==> config.mk <==
export PLATFORM = sky130hd
export DESIGN_NAME = ssp_ctrl
export DESIGN_NICKNAME = d
export VERILOG_FILES = /design/src/core/ssp_pkg.sv /design/src/core/ssp_ctrl.sv
export SDC_FILE = /design/constraint.sdc
export NUM_CORES = 1
export LEC_CHECK = 0
export BUFFER_PORTS_ARGS = -buffer_cell sky130_fd_sc_hd__buf_4
export CAP_MARGIN = 10
export CORE_UTILIZATION = 50
export CTS_CLUSTER_SIZE = 24
export DETAILED_ROUTE_END_ITERATION = 8
export PLACE_DENSITY = 0.78
export SLEW_MARGIN = 0
export SYNTH_ARGS = -nofsm -noshare
export SYNTH_HDL_FRONTEND = slang
export SYNTH_SLANG_ARGS = --single-unit
export TNS_END_PERCENT = 1
==> constraint.sdc <==
create_clock -name clk -period 8.6 [get_ports clk]
set_input_delay 0.43 -clock clk [delete_from_list [all_inputs] [get_ports clk]]
set_output_delay 0.43 -clock clk [all_outputs]
set_load 0.01 [all_outputs]
==> src/core/ssp_pkg.sv <==
// shared constants and types of the synchronous serial port controller
package ssp_pkg;
   localparam int SSP_DATA_W = 16;
   localparam int SSP_FIFO_DEPTH = 8;
   localparam logic [3:0] SSP_WIDTH_MIN_M1 = 4'h3;
   localparam logic [3:0] SSP_WIDTH_MAX_M1 = 4'hf;
   localparam logic [7:0] SSP_EOF_HI_CLEAR = 8'h00;
   // interrupt status bit positions
   localparam int SSP_INT_TXH = 0;
   localparam int SSP_INT_RXH = 1;
   localparam int SSP_INT_OVR = 2;
   localparam int SSP_INT_EOT = 3;
   // values after reset
   localparam logic [3:0] SSP_INT_RST = 4'h1;
   localparam logic SSP_FS_IDLE = 1'b1;
   localparam logic SSP_TX_READY_RST = 1'b1;

   typedef enum logic [1:0] {
      SSP_FMT_SPI = 2'h0,
      SSP_FMT_SYNC = 2'h1,
      SSP_FMT_MW = 2'h2
   } ssp_fmt_t;

   typedef enum logic [2:0] {
      SSP_ADV_LEGACY = 3'h0,
      SSP_ADV_WRITE = 3'h1,
      SSP_ADV_RW = 3'h2,
      SSP_ADV_BI_RD = 3'h3,
      SSP_ADV_BI_WR = 3'h4,
      SSP_ADV_QD_RD = 3'h5,
      SSP_ADV_QD_WR = 3'h6
   } ssp_adv_t;

   typedef enum logic [1:0] {
      SSP_IDLE = 2'h0,
      SSP_PRE = 2'h1,
      SSP_SHIFT = 2'h3,
      SSP_GAP = 2'h2
   } ssp_state_t;

   typedef struct packed {
      ssp_fmt_t fmt;
      logic cpol;
      logic cpha;
      logic slave;
      logic slave_out_dis;
      logic [3:0] width_m1;
      logic [7:0] prescale;
      logic [7:0] divider;
      logic bit_clock_from_internal_osc;
      logic frame_hold;
      ssp_adv_t adv;
   } ssp_cfg_t;

   typedef struct packed {
      logic [SSP_DATA_W-1:0] data;
      logic eof;
      ssp_adv_t adv;
   } ssp_txe_t;

   typedef struct packed {
      logic sclk;
      logic frame_select_pin;
      logic [3:0] dat;
   } ssp_pin_in_t;

   typedef struct packed {
      logic sclk;
      logic sclk_oe;
      logic frame_select_pin;
      logic frame_select_pin_oe;
      logic [3:0] dat;
      logic [3:0] dat_oe;
   } ssp_pin_out_t;
endpackage

==> src/core/ssp_ctrl.sv <==
// synchronous serial port controller: fifos, bit clock, master and slave shifter
`timescale 1ns/100ps
module ssp_ctrl
   import ssp_pkg::*;
#(
   parameter int DEPTH = SSP_FIFO_DEPTH
) (
   // clock and reset
   input wire logic clk,
   input wire logic nrst,
   // control and configuration
   input wire logic en,
   input wire ssp_cfg_t cfg,
   input wire logic precision_internal_oscillator_tick,
   input wire logic dma_tx_en,
   input wire logic dma_rx_en,
   input wire logic [3:0] int_mask,
   input wire logic [3:0] int_clear,
   // transmit words
   input wire logic tx_valid,
   input wire logic [SSP_DATA_W-1:0] tx_data,
   input wire logic tx_eof,
   output logic tx_ready,
   // receive words
   input wire logic rx_ready,
   output logic rx_valid,
   output logic [SSP_DATA_W-1:0] rx_data,
   // status
   output logic busy,
   output logic [3:0] raw_status,
   output logic [3:0] masked_status,
   output logic irq,
   output logic dma_tx_req,
   output logic dma_rx_req,
   // serial pins
   input wire ssp_pin_in_t pin_i,
   output ssp_pin_out_t pin_o
);
   localparam int AW = $clog2(DEPTH);
   localparam logic [AW:0] CNT_FULL = (AW+1)'(DEPTH);
   localparam logic [AW:0] CNT_HALF = (AW+1)'(DEPTH / 2);

   if (DEPTH < 2 || (DEPTH & (DEPTH - 1)) != 0) begin : g_chk
      $error("ssp_ctrl: DEPTH must be a power of two of at least 2");
   end

   typedef struct packed {
      ssp_state_t st;
      ssp_txe_t [DEPTH-1:0] txq;
      logic [AW:0] txw;
      logic [AW:0] txr;
      logic [DEPTH-1:0][SSP_DATA_W-1:0] rxq;
      logic [AW:0] rxw;
      logic [AW:0] rxr;
      ssp_txe_t cur;
      logic [SSP_DATA_W-1:0] sh;
      logic [SSP_DATA_W-1:0] rsh;
      logic [4:0] cnt;
      logic half;
      logic sact;
      logic [6:0] pre;
      logic [7:0] scr;
      logic sclk_d;
      logic [3:0] raw;
      logic [3:0] masked;
      logic irq;
      logic tx_ready;
      logic rx_valid;
      logic [SSP_DATA_W-1:0] rx_data;
      logic busy;
      logic dma_tx;
      logic dma_rx;
      ssp_pin_out_t pins;
   } ssp_state_all_t;

   ssp_state_all_t q;
   ssp_state_all_t n;
   logic [AW-1:0] wr_idx;

   function automatic logic [2:0] f_step(input ssp_adv_t a);
      case (a)
         SSP_ADV_BI_RD, SSP_ADV_BI_WR: f_step = 3'h2;
         SSP_ADV_QD_RD, SSP_ADV_QD_WR: f_step = 3'h4;
         default: f_step = 3'h1;
      endcase
   endfunction

   function automatic logic f_rx_off(input ssp_adv_t a);
      f_rx_off = (a == SSP_ADV_WRITE) || (a == SSP_ADV_BI_WR) || (a == SSP_ADV_QD_WR);
   endfunction

   function automatic logic f_tx_off(input ssp_adv_t a);
      f_tx_off = (a == SSP_ADV_BI_RD) || (a == SSP_ADV_QD_RD);
   endfunction

   assign wr_idx = q.txw[AW-1:0];

   // ---------------------------------------------------------------
   // next state
   // ---------------------------------------------------------------
   always_comb begin
      logic tick;
      logic load;
      logic tx_empty;
      logic rx_push;
      logic gap;
      logic pol;
      logic pha;
      logic samp;
      logic sedge;
      logic [SSP_DATA_W-1:0] rx_word;
      logic [3:0] wm1;
      logic [4:0] bits;
      logic [2:0] step;
      logic [3:0] rx_bits;
      logic [6:0] pre_top;
      ssp_txe_t ent;
      ssp_txe_t wr;
      tick = 1'b0;
      load = 1'b0;
      rx_push = 1'b0;
      gap = 1'b0;
      rx_word = '0;
      samp = 1'b0;
      sedge = 1'b0;
      wr = '0;
      n = q;
      n.sclk_d = pin_i.sclk;
      tx_empty = (q.txw == q.txr);
      ent = q.txq[q.txr[AW-1:0]];
      wm1 = (cfg.width_m1 < SSP_WIDTH_MIN_M1) ? SSP_WIDTH_MIN_M1 : cfg.width_m1;
      bits = {1'b0, wm1} + 5'h1;
      step = f_step(q.cur.adv);
      // sync-pulse format always shifts on rising, samples on falling
      pol = (cfg.fmt == SSP_FMT_SPI) ? cfg.cpol : 1'b0;
      pha = (cfg.fmt == SSP_FMT_SYNC) ? 1'b1 : ((cfg.fmt == SSP_FMT_SPI) ? cfg.cpha : 1'b0);
      case (step)
         3'h2: rx_bits = {2'h0, pin_i.dat[1:0]};
         3'h4: rx_bits = pin_i.dat;
         default: rx_bits = {3'h0, pin_i.dat[1]};
      endcase
      // -------------------------------------------------------------
      // bit clock: half-bit tick every max(prescale/2,1)*(divider+1) base ticks
      // -------------------------------------------------------------
      pre_top = (cfg.prescale[7:1] == 7'h00) ? 7'h00 : cfg.prescale[7:1] - 7'h01;
      if (q.st != SSP_IDLE && (!cfg.bit_clock_from_internal_osc || precision_internal_oscillator_tick)) begin
         if (q.pre >= pre_top) begin
            n.pre = '0;
            if (q.scr >= cfg.divider) begin
               n.scr = '0;
               tick = 1'b1;
            end else begin
               n.scr = q.scr + 8'h01;
            end
         end else begin
            n.pre = q.pre + 7'h01;
         end
      end
      // -------------------------------------------------------------
      // master and slave shifters
      // -------------------------------------------------------------
      if (!en) begin
         n.st = SSP_IDLE;
         n.half = 1'b0;
         n.sact = 1'b0;
         n.pre = '0;
         n.scr = '0;
      end else if (cfg.slave) begin
         n.st = SSP_IDLE;
         sedge = (pin_i.sclk != q.sclk_d);
         samp = sedge && (pin_i.sclk == ~(pol ^ pha));
         if (pin_i.frame_select_pin) begin
            n.sact = 1'b0;
            n.cnt = '0;
         end else if (!q.sact) begin
            n.sact = 1'b1;
            load = 1'b1;
         end else if (samp) begin
            n.rsh = {q.rsh[SSP_DATA_W-2:0], pin_i.dat[0]};
            n.cnt = q.cnt + 5'h01;
            if (q.cnt + 5'h01 == bits) begin
               rx_push = 1'b1;
               rx_word = n.rsh;
               load = 1'b1;
            end
         end else if (sedge && q.cnt != 5'h00) begin
            n.sh = q.sh << 1;
         end
      end else begin
         case (q.st)
            SSP_IDLE: begin
               n.half = 1'b0;
               if (!tx_empty) begin
                  n.st = SSP_PRE;
                  load = 1'b1;
               end
            end
            SSP_PRE: begin
               if (tick) begin
                  n.half = ~q.half;
                  if (q.half) begin
                     n.st = SSP_SHIFT;
                  end
               end
            end
            SSP_SHIFT: begin
               if (tick) begin
                  n.half = ~q.half;
                  if (!q.half) begin
                     n.rsh = (q.rsh << step) | {12'h000, rx_bits};
                  end else if (q.cnt + {2'h0, step} >= bits) begin
                     rx_push = !f_rx_off(q.cur.adv);
                     rx_word = q.rsh;
                     // sticky: a later word with data queued must not wipe it
                     n.raw[SSP_INT_EOT] = q.raw[SSP_INT_EOT] | tx_empty;
                     gap = tx_empty || q.cur.eof;
                     gap = gap || (q.cur.adv != SSP_ADV_LEGACY && !cfg.frame_hold);
                     gap = gap || (cfg.fmt == SSP_FMT_SPI && !cfg.cpha && q.cur.adv == SSP_ADV_LEGACY);
                     if (gap) begin
                        n.st = SSP_GAP;
                     end else begin
                        n.st = (cfg.fmt == SSP_FMT_SYNC) ? SSP_PRE : SSP_SHIFT;
                        load = 1'b1;
                     end
                  end else begin
                     n.cnt = q.cnt + {2'h0, step};
                     n.sh = q.sh << step;
                  end
               end
            end
            SSP_GAP: begin
               // frame select stays released for a whole bit period
               if (tick) begin
                  n.half = ~q.half;
                  if (q.half) begin
                     n.st = SSP_IDLE;
                  end
               end
            end
            default: n.st = SSP_IDLE;
         endcase
      end
      // slave underrun shifts zeros rather than stalling the master
      if (load) begin
         n.cur = '0;
         if (!tx_empty) begin
            n.cur = ent;
            n.txr = q.txr + 1'b1;
         end
         n.sh = n.cur.data << (4'hf - wm1);
         n.cnt = '0;
         n.rsh = '0;
      end
      // -------------------------------------------------------------
      // fifos
      // -------------------------------------------------------------
      if (tx_valid && q.tx_ready) begin
         wr.data = tx_eof ? {SSP_EOF_HI_CLEAR, tx_data[7:0]} : tx_data;
         wr.eof = tx_eof;
         wr.adv = cfg.adv;
         n.txq[wr_idx] = wr;
         n.txw = q.txw + 1'b1;
      end
      if (rx_ready && q.rx_valid) begin
         n.rxr = q.rxr + 1'b1;
      end
      if (rx_push) begin
         if ((q.rxw - q.rxr) == CNT_FULL) begin
            n.raw[SSP_INT_OVR] = 1'b1;
         end else begin
            n.rxq[q.rxw[AW-1:0]] = rx_word;
            n.rxw = q.rxw + 1'b1;
         end
      end
      // -------------------------------------------------------------
      // status, interrupts, dma
      // -------------------------------------------------------------
      // a clear meeting a new event in the same cycle loses
      n.raw[SSP_INT_OVR] = n.raw[SSP_INT_OVR] & ~(int_clear[SSP_INT_OVR] & ~(rx_push & ~(q.rxw != n.rxw)));
      n.raw[SSP_INT_EOT] = n.raw[SSP_INT_EOT] & ~(int_clear[SSP_INT_EOT] & ~(n.st == SSP_GAP && q.st == SSP_SHIFT && tx_empty));
      n.raw[SSP_INT_TXH] = (n.txw - n.txr) <= CNT_HALF;
      n.raw[SSP_INT_RXH] = (n.rxw - n.rxr) >= CNT_HALF;
      n.masked = n.raw & int_mask;
      n.irq = |n.masked;
      n.tx_ready = (n.txw - n.txr) != CNT_FULL;
      n.rx_valid = n.rxw != n.rxr;
      n.rx_data = n.rxq[n.rxr[AW-1:0]];
      n.busy = (n.txw != n.txr) || n.st != SSP_IDLE || n.sact;
      n.dma_tx = dma_tx_en && n.tx_ready;
      n.dma_rx = dma_rx_en && n.rx_valid;
      // -------------------------------------------------------------
      // pins
      // -------------------------------------------------------------
      n.pins = '0;
      if (cfg.slave) begin
         n.pins.frame_select_pin = SSP_FS_IDLE;
         n.pins.dat = {2'h0, n.sh[15], 1'b0};
         n.pins.dat_oe = {2'h0, en && !pin_i.frame_select_pin && !cfg.slave_out_dis, 1'b0};
      end else begin
         n.pins.sclk_oe = 1'b1;
         n.pins.frame_select_pin_oe = 1'b1;
         n.pins.sclk = pol;
         if (n.st == SSP_SHIFT) begin
            n.pins.sclk = pol ^ n.half ^ pha;
         end else if (n.st == SSP_PRE && cfg.fmt == SSP_FMT_SYNC) begin
            n.pins.sclk = n.half;
         end
         if (cfg.fmt == SSP_FMT_SYNC) begin
            n.pins.frame_select_pin = (n.st == SSP_PRE);
         end else begin
            n.pins.frame_select_pin = !(n.st == SSP_PRE || n.st == SSP_SHIFT);
         end
         case (f_step(n.cur.adv))
            3'h2: n.pins.dat = {2'h0, n.sh[15:14]};
            3'h4: n.pins.dat = n.sh[15:12];
            default: n.pins.dat = {3'h0, n.sh[15]};
         endcase
         if (n.st != SSP_IDLE && !f_tx_off(n.cur.adv)) begin
            case (f_step(n.cur.adv))
               3'h2: n.pins.dat_oe = 4'h3;
               3'h4: n.pins.dat_oe = 4'hf;
               default: n.pins.dat_oe = 4'h1;
            endcase
         end
      end
   end

   // ---------------------------------------------------------------
   // state register
   // ---------------------------------------------------------------
   always_ff @(posedge clk or negedge nrst) begin
      if (!nrst) begin
         q <= '0;
         q.raw <= SSP_INT_RST;
         q.tx_ready <= SSP_TX_READY_RST;
         q.pins.frame_select_pin <= SSP_FS_IDLE;
      end else begin
         q <= n;
      end
   end

   assign tx_ready = q.tx_ready;
   assign rx_valid = q.rx_valid;
   assign rx_data = q.rx_data;
   assign busy = q.busy;
   assign raw_status = q.raw;
   assign masked_status = q.masked;
   assign irq = q.irq;
   assign dma_tx_req = q.dma_tx;
   assign dma_rx_req = q.dma_rx;
   assign pin_o = q.pins;

   // ---------------------------------------------------------------
   // checks
   // ---------------------------------------------------------------
   AST_FIFO_BOUND: assert property (@(posedge clk) disable iff (!nrst)
      ((q.txw - q.txr) <= CNT_FULL) && ((q.rxw - q.rxr) <= CNT_FULL))
      else $error("fifo holds more than its depth");
   AST_EOF_BYTE: assert property (@(posedge clk) disable iff (!nrst)
      (tx_valid && q.tx_ready && tx_eof) |=> q.txq[$past(wr_idx)].data[15:8] == 8'h00)
      else $error("marked write kept its upper byte");
   AST_EOF_MARK: assert property (@(posedge clk) disable iff (!nrst)
      (tx_valid && q.tx_ready) |=> q.txq[$past(wr_idx)].eof == $past(tx_eof))
      else $error("end-of-frame mark not stored with entry");
   AST_GAP_RELEASE: assert property (@(posedge clk) disable iff (!nrst)
      (q.st == SSP_GAP && !cfg.slave && cfg.fmt != SSP_FMT_SYNC) |-> q.pins.frame_select_pin)
      else $error("frame select held during gap");
   AST_DISABLE: assert property (@(posedge clk) disable iff (!nrst)
      !en |=> q.st == SSP_IDLE && !q.sact)
      else $error("shifter ran while disabled");
   AST_SLAVE_QUIET: assert property (@(posedge clk) disable iff (!nrst)
      (cfg.slave && cfg.slave_out_dis) |=> q.pins.dat_oe == 4'h0)
      else $error("slave drove data while output disabled");
   AST_BUSY: assert property (@(posedge clk) disable iff (!nrst)
      (q.txw != q.txr || q.st == SSP_SHIFT) |-> q.busy)
      else $error("not busy with work pending");
   AST_ROOM: assert property (@(posedge clk) disable iff (!nrst)
      q.tx_ready == ((q.txw - q.txr) != CNT_FULL))
      else $error("room flag disagrees with fill");
   AST_QUAD: assert property (@(posedge clk) disable iff (!nrst)
      (q.st == SSP_SHIFT && !cfg.slave && q.cur.adv == SSP_ADV_QD_WR) |-> q.pins.dat_oe == 4'hf)
      else $error("quad write not driving four lanes");
   AST_MASK: assert property (@(posedge clk) disable iff (!nrst)
      ##1 q.masked == (q.raw & $past(int_mask)))
      else $error("masked status wrong");
   AST_DMA: assert property (@(posedge clk) disable iff (!nrst)
      (!dma_tx_en && !dma_rx_en) |=> !q.dma_tx && !q.dma_rx)
      else $error("dma request while disabled");
endmodule

Word level (Yosys, flattened, before mapping)
Index checks and enable logic that the tools add are counted.
- register bits: 407
- bits of input ports: 70
- output and inout bits: 42
- word-level logic and storage cells: 331
- add/sub/neg operators: 14
- $lt $le $gt $ge: 12
- equal/unequal tests: 42
- shift operators: 3
- mux-type cells: 121
- bitwise gates (word level): 18
- reductions and logical operators: 58
- operators with widths (cell ; count):
    $mux W16 ; 18
    $mux W132 ; 2
    $bwmux W160 ; 1
    $mux W37 ; 4
    $bwmux W128 ; 1
    $mux W20 ; 4
    $bmux W20 S3 ; 1
    $demux W20 S3 ; 1
    $bmux W16 S3 ; 1
    $demux W16 S3 ; 1
    $mux W1 ; 42
    $mux W40 ; 1
    $mux W38 ; 1
    $mux W32 ; 1
    $shl A16 B3 Y16 ; 2
    $mux W15 ; 2
    $mux W2 ; 14
    $eq A3 B3 Y1 const B ; 9
    $mux W4 ; 6
    $mux W8 ; 3
    $pmux W4 S2 ; 3
    $mux W21 ; 1
    $logic_and A1 B1 Y1 ; 18
    $add A4 B1 Y4 const B ; 4
    other kinds (58) ; 127

Depth between registers and ports, before layout
- depth in word-level cells: 25
- mapped depth: 31
- gate-level depth less buffers: 26

Worst setup path before layout
Ideal clock, no wire load.
- path kind: flip-flop to flip-flop
- start point: register q[99] in the netlist's numbering
- end point: register q (netlist bit irq)
- setup time: 126 ps
- data arrival time: 5978 ps
- data required time: 8474 ps
- setup slack: 2496 ps
- stages on the path, launching flop included: 30
- path buffers: 5
- clock period less this slack: 6104 ps
- cell sequence: dfrtp_1 -> clkbuf_1 -> or3b_2 -> nand2_1 -> inv_1 -> buf_1 -> ha_1 -> clkbuf_1 -> nor2_1 -> inv_1 -> fa_1 -> nor2b_1 -> o21ai_0 -> xnor2_1 -> ha_1 -> nand2_1 -> o21ai_0 -> nand4_1 -> o22a_1 -> buf_2 -> nor2_1 -> buf_2 -> mux2_2 -> ha_1 -> a21o_1 -> nor2_1 -> nand2_1 -> nand2_1 -> mux2i_1 -> a221o_1
- RTL lines (item ; RTL line ; RTL):
    start, declared ; ssp_ctrl.sv:76 ; ssp_state_all_t q;
    start signal, assigned ; ssp_ctrl.sv:338 ; q <= n;

==> flow_metrics.tcl <==
set metrics [dict create \
    status "finished, violations left" \
    violated_checks "hold timing" \
    max_clock_freq_mhz 136 \
    cp_num_buf_inv 4 \
    timing.final.crit_share_pct 85.8 \
    dominant_combinational_cell_family_by_area_after_synthesis "compound AO/OA/AOI/OAI gates" \
    multi_input_area_sq_um 11200 \
    wl_per_cell_um 20.0 \
    cts.reportedPaths.clkPinSlew_ps 60 \
    syn_nets 2482 \
    layout.area.seq_sq_um 10100 \
    hold_violations 33 \
    cts-htree-levels 2 \
    cp.arrival_ps 7860 \
    min_cycle_time_layout_ps 7380 \
    numPortBuffers 108 \
    grt_start_max_net_pins 138 \
    portion_of_total_power_attributed_to_combinational_logic_pct 44.1 \
    grt_usage_pct 25.9 \
    fillers 3786 \
    swShare_pct 39.0 \
    tritoncts "built" \
    yosys.cell_types.count 86 \
    gr-total-overflow 0 \
    synthDominantCellAreaShare_pct 44.7 \
    clock_latency_ps 600 \
    synth-simple-area-share_pct 12.8 \
    postSynthCellCount 2359 \
    floorplan.io_pins 112 \
    numCtsBuffers 44 \
    hold-worst-slack_ps -37.1 \
    cellLeakagePower_nw 10.9 \
    dp_cells 2894 \
    drt-total-wl_um 59600 \
    critical_path.startpoint_type "flip-flop" \
    routed-via-count 18600 \
    timing.setup.critical_path_class "flip-flop to flip-flop" \
    synth_xor_xnor_area_share_pct 2.09 \
    drtPass1Iterations 7 \
    start_util_pct 50.8 \
    instances_no_fill 2978 \
    report.final.slew_viol_count 0 \
    final_nets 2475 \
    final.setup.tns_ps 0 \
    worst_slew_pin_slew_ps 1270 \
    vias_per_cell 6.26 \
    drtIter0Drc 2173 \
    clock_sink_count 405 \
    synthesis.area_per_instance_sq_um 9.54 \
    ys_dominant_reg_cell "dfrtp_1" \
    drv_cap 0 \
    peak_vdd_ir_mv 0.270 \
    largest_area_contributor_in_the_netlist "dfrtp_1" \
    wire_length_of_the_first_global_routing_pass_um 96800 \
    finalClockSkew_ps 48.3 \
    synth_to_layout_area_growth_pct 11.7 \
    async_reset_ff_share_pct 100 \
    antenna_violations_before_repair 3 \
    dpl.hpwl_um 38600 \
    number_of_global_route_vias_before_repair 18100 \
    multiplexer_fraction_of_the_synthesized_cell_area_pct 11.4 \
    delay_heaviest_family_cp "compound AO/OA/AOI/OAI gates" \
    drt.antenna.violating_nets 0 \
    cts.repair_timing.setup_buffer_count 0 \
    pwr-share-seq_pct 32.1 \
    critPathMaxFanout 46 \
    top_post_synthesis_cells_by_area "dfrtp_1 (45%), nand2_1 (5.9%), o21ai_0 (5.9%), mux2_2 (5.6%), a21oi_1 (3.7%)" \
    die_x_extent_um 214 \
    clock_power_share_pct 23.8 \
    synth_compound_gate_area_share_pct 20.4 \
    hp-class "input pin to async pin" \
    placeableCoreArea_sq_um 44300 \
    synthAdderAreaFrac_pct 2.98 \
    synth.yosys.seq_area_share_pct 45.1 \
    cpPeakStageDelay_ps 800 \
    critPathSlowestCell "o31ai_1" \
    yosys_register_bits 405 \
    netSwitchingPower_w 0.00341 \
    worstPathCellList "or3b_2 -> nand2_1 -> inv_1 -> ha_1 -> buf_4 -> ha_1 -> inv_1 -> fa_1 -> nor2b_1 -> o21ai_0 -> xnor2_1 -> ha_1 -> nand2_1 -> o21ai_0 -> nand4_1 -> o211ai_2 -> nand2_1 -> o31ai_1 -> nand2_1 -> mux2_2 -> ha_1 -> inv_1 -> a31o_2 -> a41o_1" \
    endpoint_kind "flip-flop" \
    full_die_area_sq_um 45900 \
    grt_setup_unrepaired "no" \
    synth_area_sq_um 22500 \
    cell_internal_pwr_w 0.00532 \
    power.density_nw_per_um2 347 \
    setup_viol 0 \
    worst_slew_margin_rel_pct 15.6 \
    dieHeight_um 214 \
    globalplace.congestion 0.946 \
    root_buffer "clkbuf_16" \
    drive_above_1_share_pct 17.1 \
    drc_errors 0 \
    cp.required_ps 9080 \
    clockBufferDepth 3 \
    total_of_warnings_raised_by_yosys 0 \
    std_cell_rows 77 \
    synth-edff-count 0 \
]
[layout by cell type, fill, tap and decap left out, types with 11 or more instances in the layout]
| cell | synthesis | layout |
|---|---|---|
| clkbuf_16 | 0 | 44 |
| o22ai_1 | 37 | 36 |
| and2_1 | 13 | 13 |
| o31ai_1 | 11 | 11 |
| dfrtp_1 | 402 | 400 |
| o21ai_0 | 266 | 266 |
| nand4_1 | 12 | 12 |
| nor3_1 | 31 | 30 |
| a211oi_1 | 36 | 36 |
| o221ai_1 | 22 | 22 |
| o41ai_1 | 15 | 15 |
| nand2_1 | 356 | 356 |
| buf_4 | 41 | 151 |
| mux4_2 | 34 | 34 |
| xor2_1 | 19 | 18 |
| nor2_1 | 104 | 104 |
| a21o_1 | 20 | 20 |
| a221oi_1 | 21 | 21 |
| inv_1 | 54 | 54 |
| a211o_1 | 25 | 25 |
| a31oi_1 | 25 | 25 |
| xnor2_1 | 27 | 26 |
| ha_1 | 52 | 52 |
| nand2b_1 | 28 | 28 |
| a22oi_1 | 14 | 14 |
| mux2i_1 | 54 | 54 |
| a21oi_1 | 167 | 167 |
| and3_1 | 12 | 12 |
| mux2_2 | 111 | 111 |
| nand3_1 | 48 | 48 |
[registers in the layout, summed over array words and instances (netlist names)]
signal	flops
busy	1
masked_status	4
q	365
raw_status	4
dma_tx_req	1
rx_data	16
pin_o	10
tx_ready	1
dma_rx_req	1
rx_valid	1
irq	1
[cells in the mapped netlist (all sizes together), types with 32 or more instances]
| cell type | n |
|---|---|
| a21oi | 167 |
| a211oi | 36 |
| o22ai | 37 |
| nor3 | 32 |
| inv | 55 |
| nand3 | 48 |
| ha | 52 |
| buf | 67 |
| dfrtp | 402 |
| o21ai | 270 |
| nand2 | 356 |
| clkbuf | 142 |
| mux4 | 34 |
| mux2 | 111 |
| mux2i | 54 |
| nor2 | 104 |
[cell type report]
| cell class | instances | area share (%) |
|---|---|---|
| diodes | 1 | 0.00996 |
| clock buffers | 54 | 4.77 |
| clock inverters | 25 | 1.61 |
| inverters | 57 | 0.871 |
| multi-input cells | 1688 | 44.7 |
| flip-flops and latches | 405 | 40.4 |
| well taps | 592 | 2.95 |
| repair buffers | 156 | 4.78 |
[kinds of logic (layout without fill, tap and decap cells)]
family                   after synthesis  in the layout
flip-flops                           405            405
multiplexers                         199            199
AND/OR/NAND/NOR                      653            653
AO/OA/AOI/OAI                        734            734
adder cells (fa/ha/maj)               53             53
XOR/XNOR                              49             49
buffers and inverters                266            292
other                                  0              1
[power groups by stage]
stage | sequential, W | combinational, W | clock (W)
floorplan | 0.00266 | 0.00290 | 0
global placement | 0.00276 | 0.00366 | 0
detailed placement | 0.00281 | 0.00376 | 0
CTS | 0.00278 | 0.00380 | 0.00211
global route | 0.00285 | 0.00418 | 0.00219
finish | 0.00280 | 0.00385 | 0.00208
[routing by layer]
layer	part of all wire [%]	vias to the layer above	wire [um]	track usage [%]
met5	0.029	-	17	0
met4	3.0	2	1780	8.98
met3	7.9	140	4720	5.32
met2	48	811	28500	41.8
met1	41	9217	24600	34.7
li1	-	8473	-	-
[path summary, 6_finish.rpt]
path | slack (ps) | to | from | depth (start not counted)
max in group asynchronous | 6380 | q[382] | nrst | 3
min in group clk | 40 | dma_tx_req | dma_tx_en | 2
setup / recovery | 1220 | pin_o[5] | q[99] | 24
hold / removal | -40 | rx_data[1] | nrst | 1
hold reg to reg | 480 | q[251] | q[251] | 2
setup reg to reg | 1220 | pin_o[5] | q[99] | 24
[stage by stage]
| stage | total power [W] | hold WS (ps) | worst slack, ps | utilization, % | instance area [sq um] |
|---|---|---|---|---|---|
| after floorplan | 0.00556 | 134 | 2500 | - | 22500 |
| after global placement | 0.00642 | 456 | 1530 | 53.0 | 23500 |
| after detailed placement | 0.00657 | 466 | 1290 | 53.0 | 23500 |
| after CTS | 0.00869 | 14.4 | 1250 | 56.6 | 25100 |
| after global routing | 0.00922 | 27.9 | 685 | 56.7 | 25100 |
| final | 0.00872 | -37.1 | 1220 | 56.7 | 25100 |
[repair_timing]
action                                 4_1_cts  5_1_grt
hold buffers                                 2        0
endpoints found under the hold margin        2        0
resized for setup                            0        0
No activity file was read; power rests on OpenSTA's default activity.
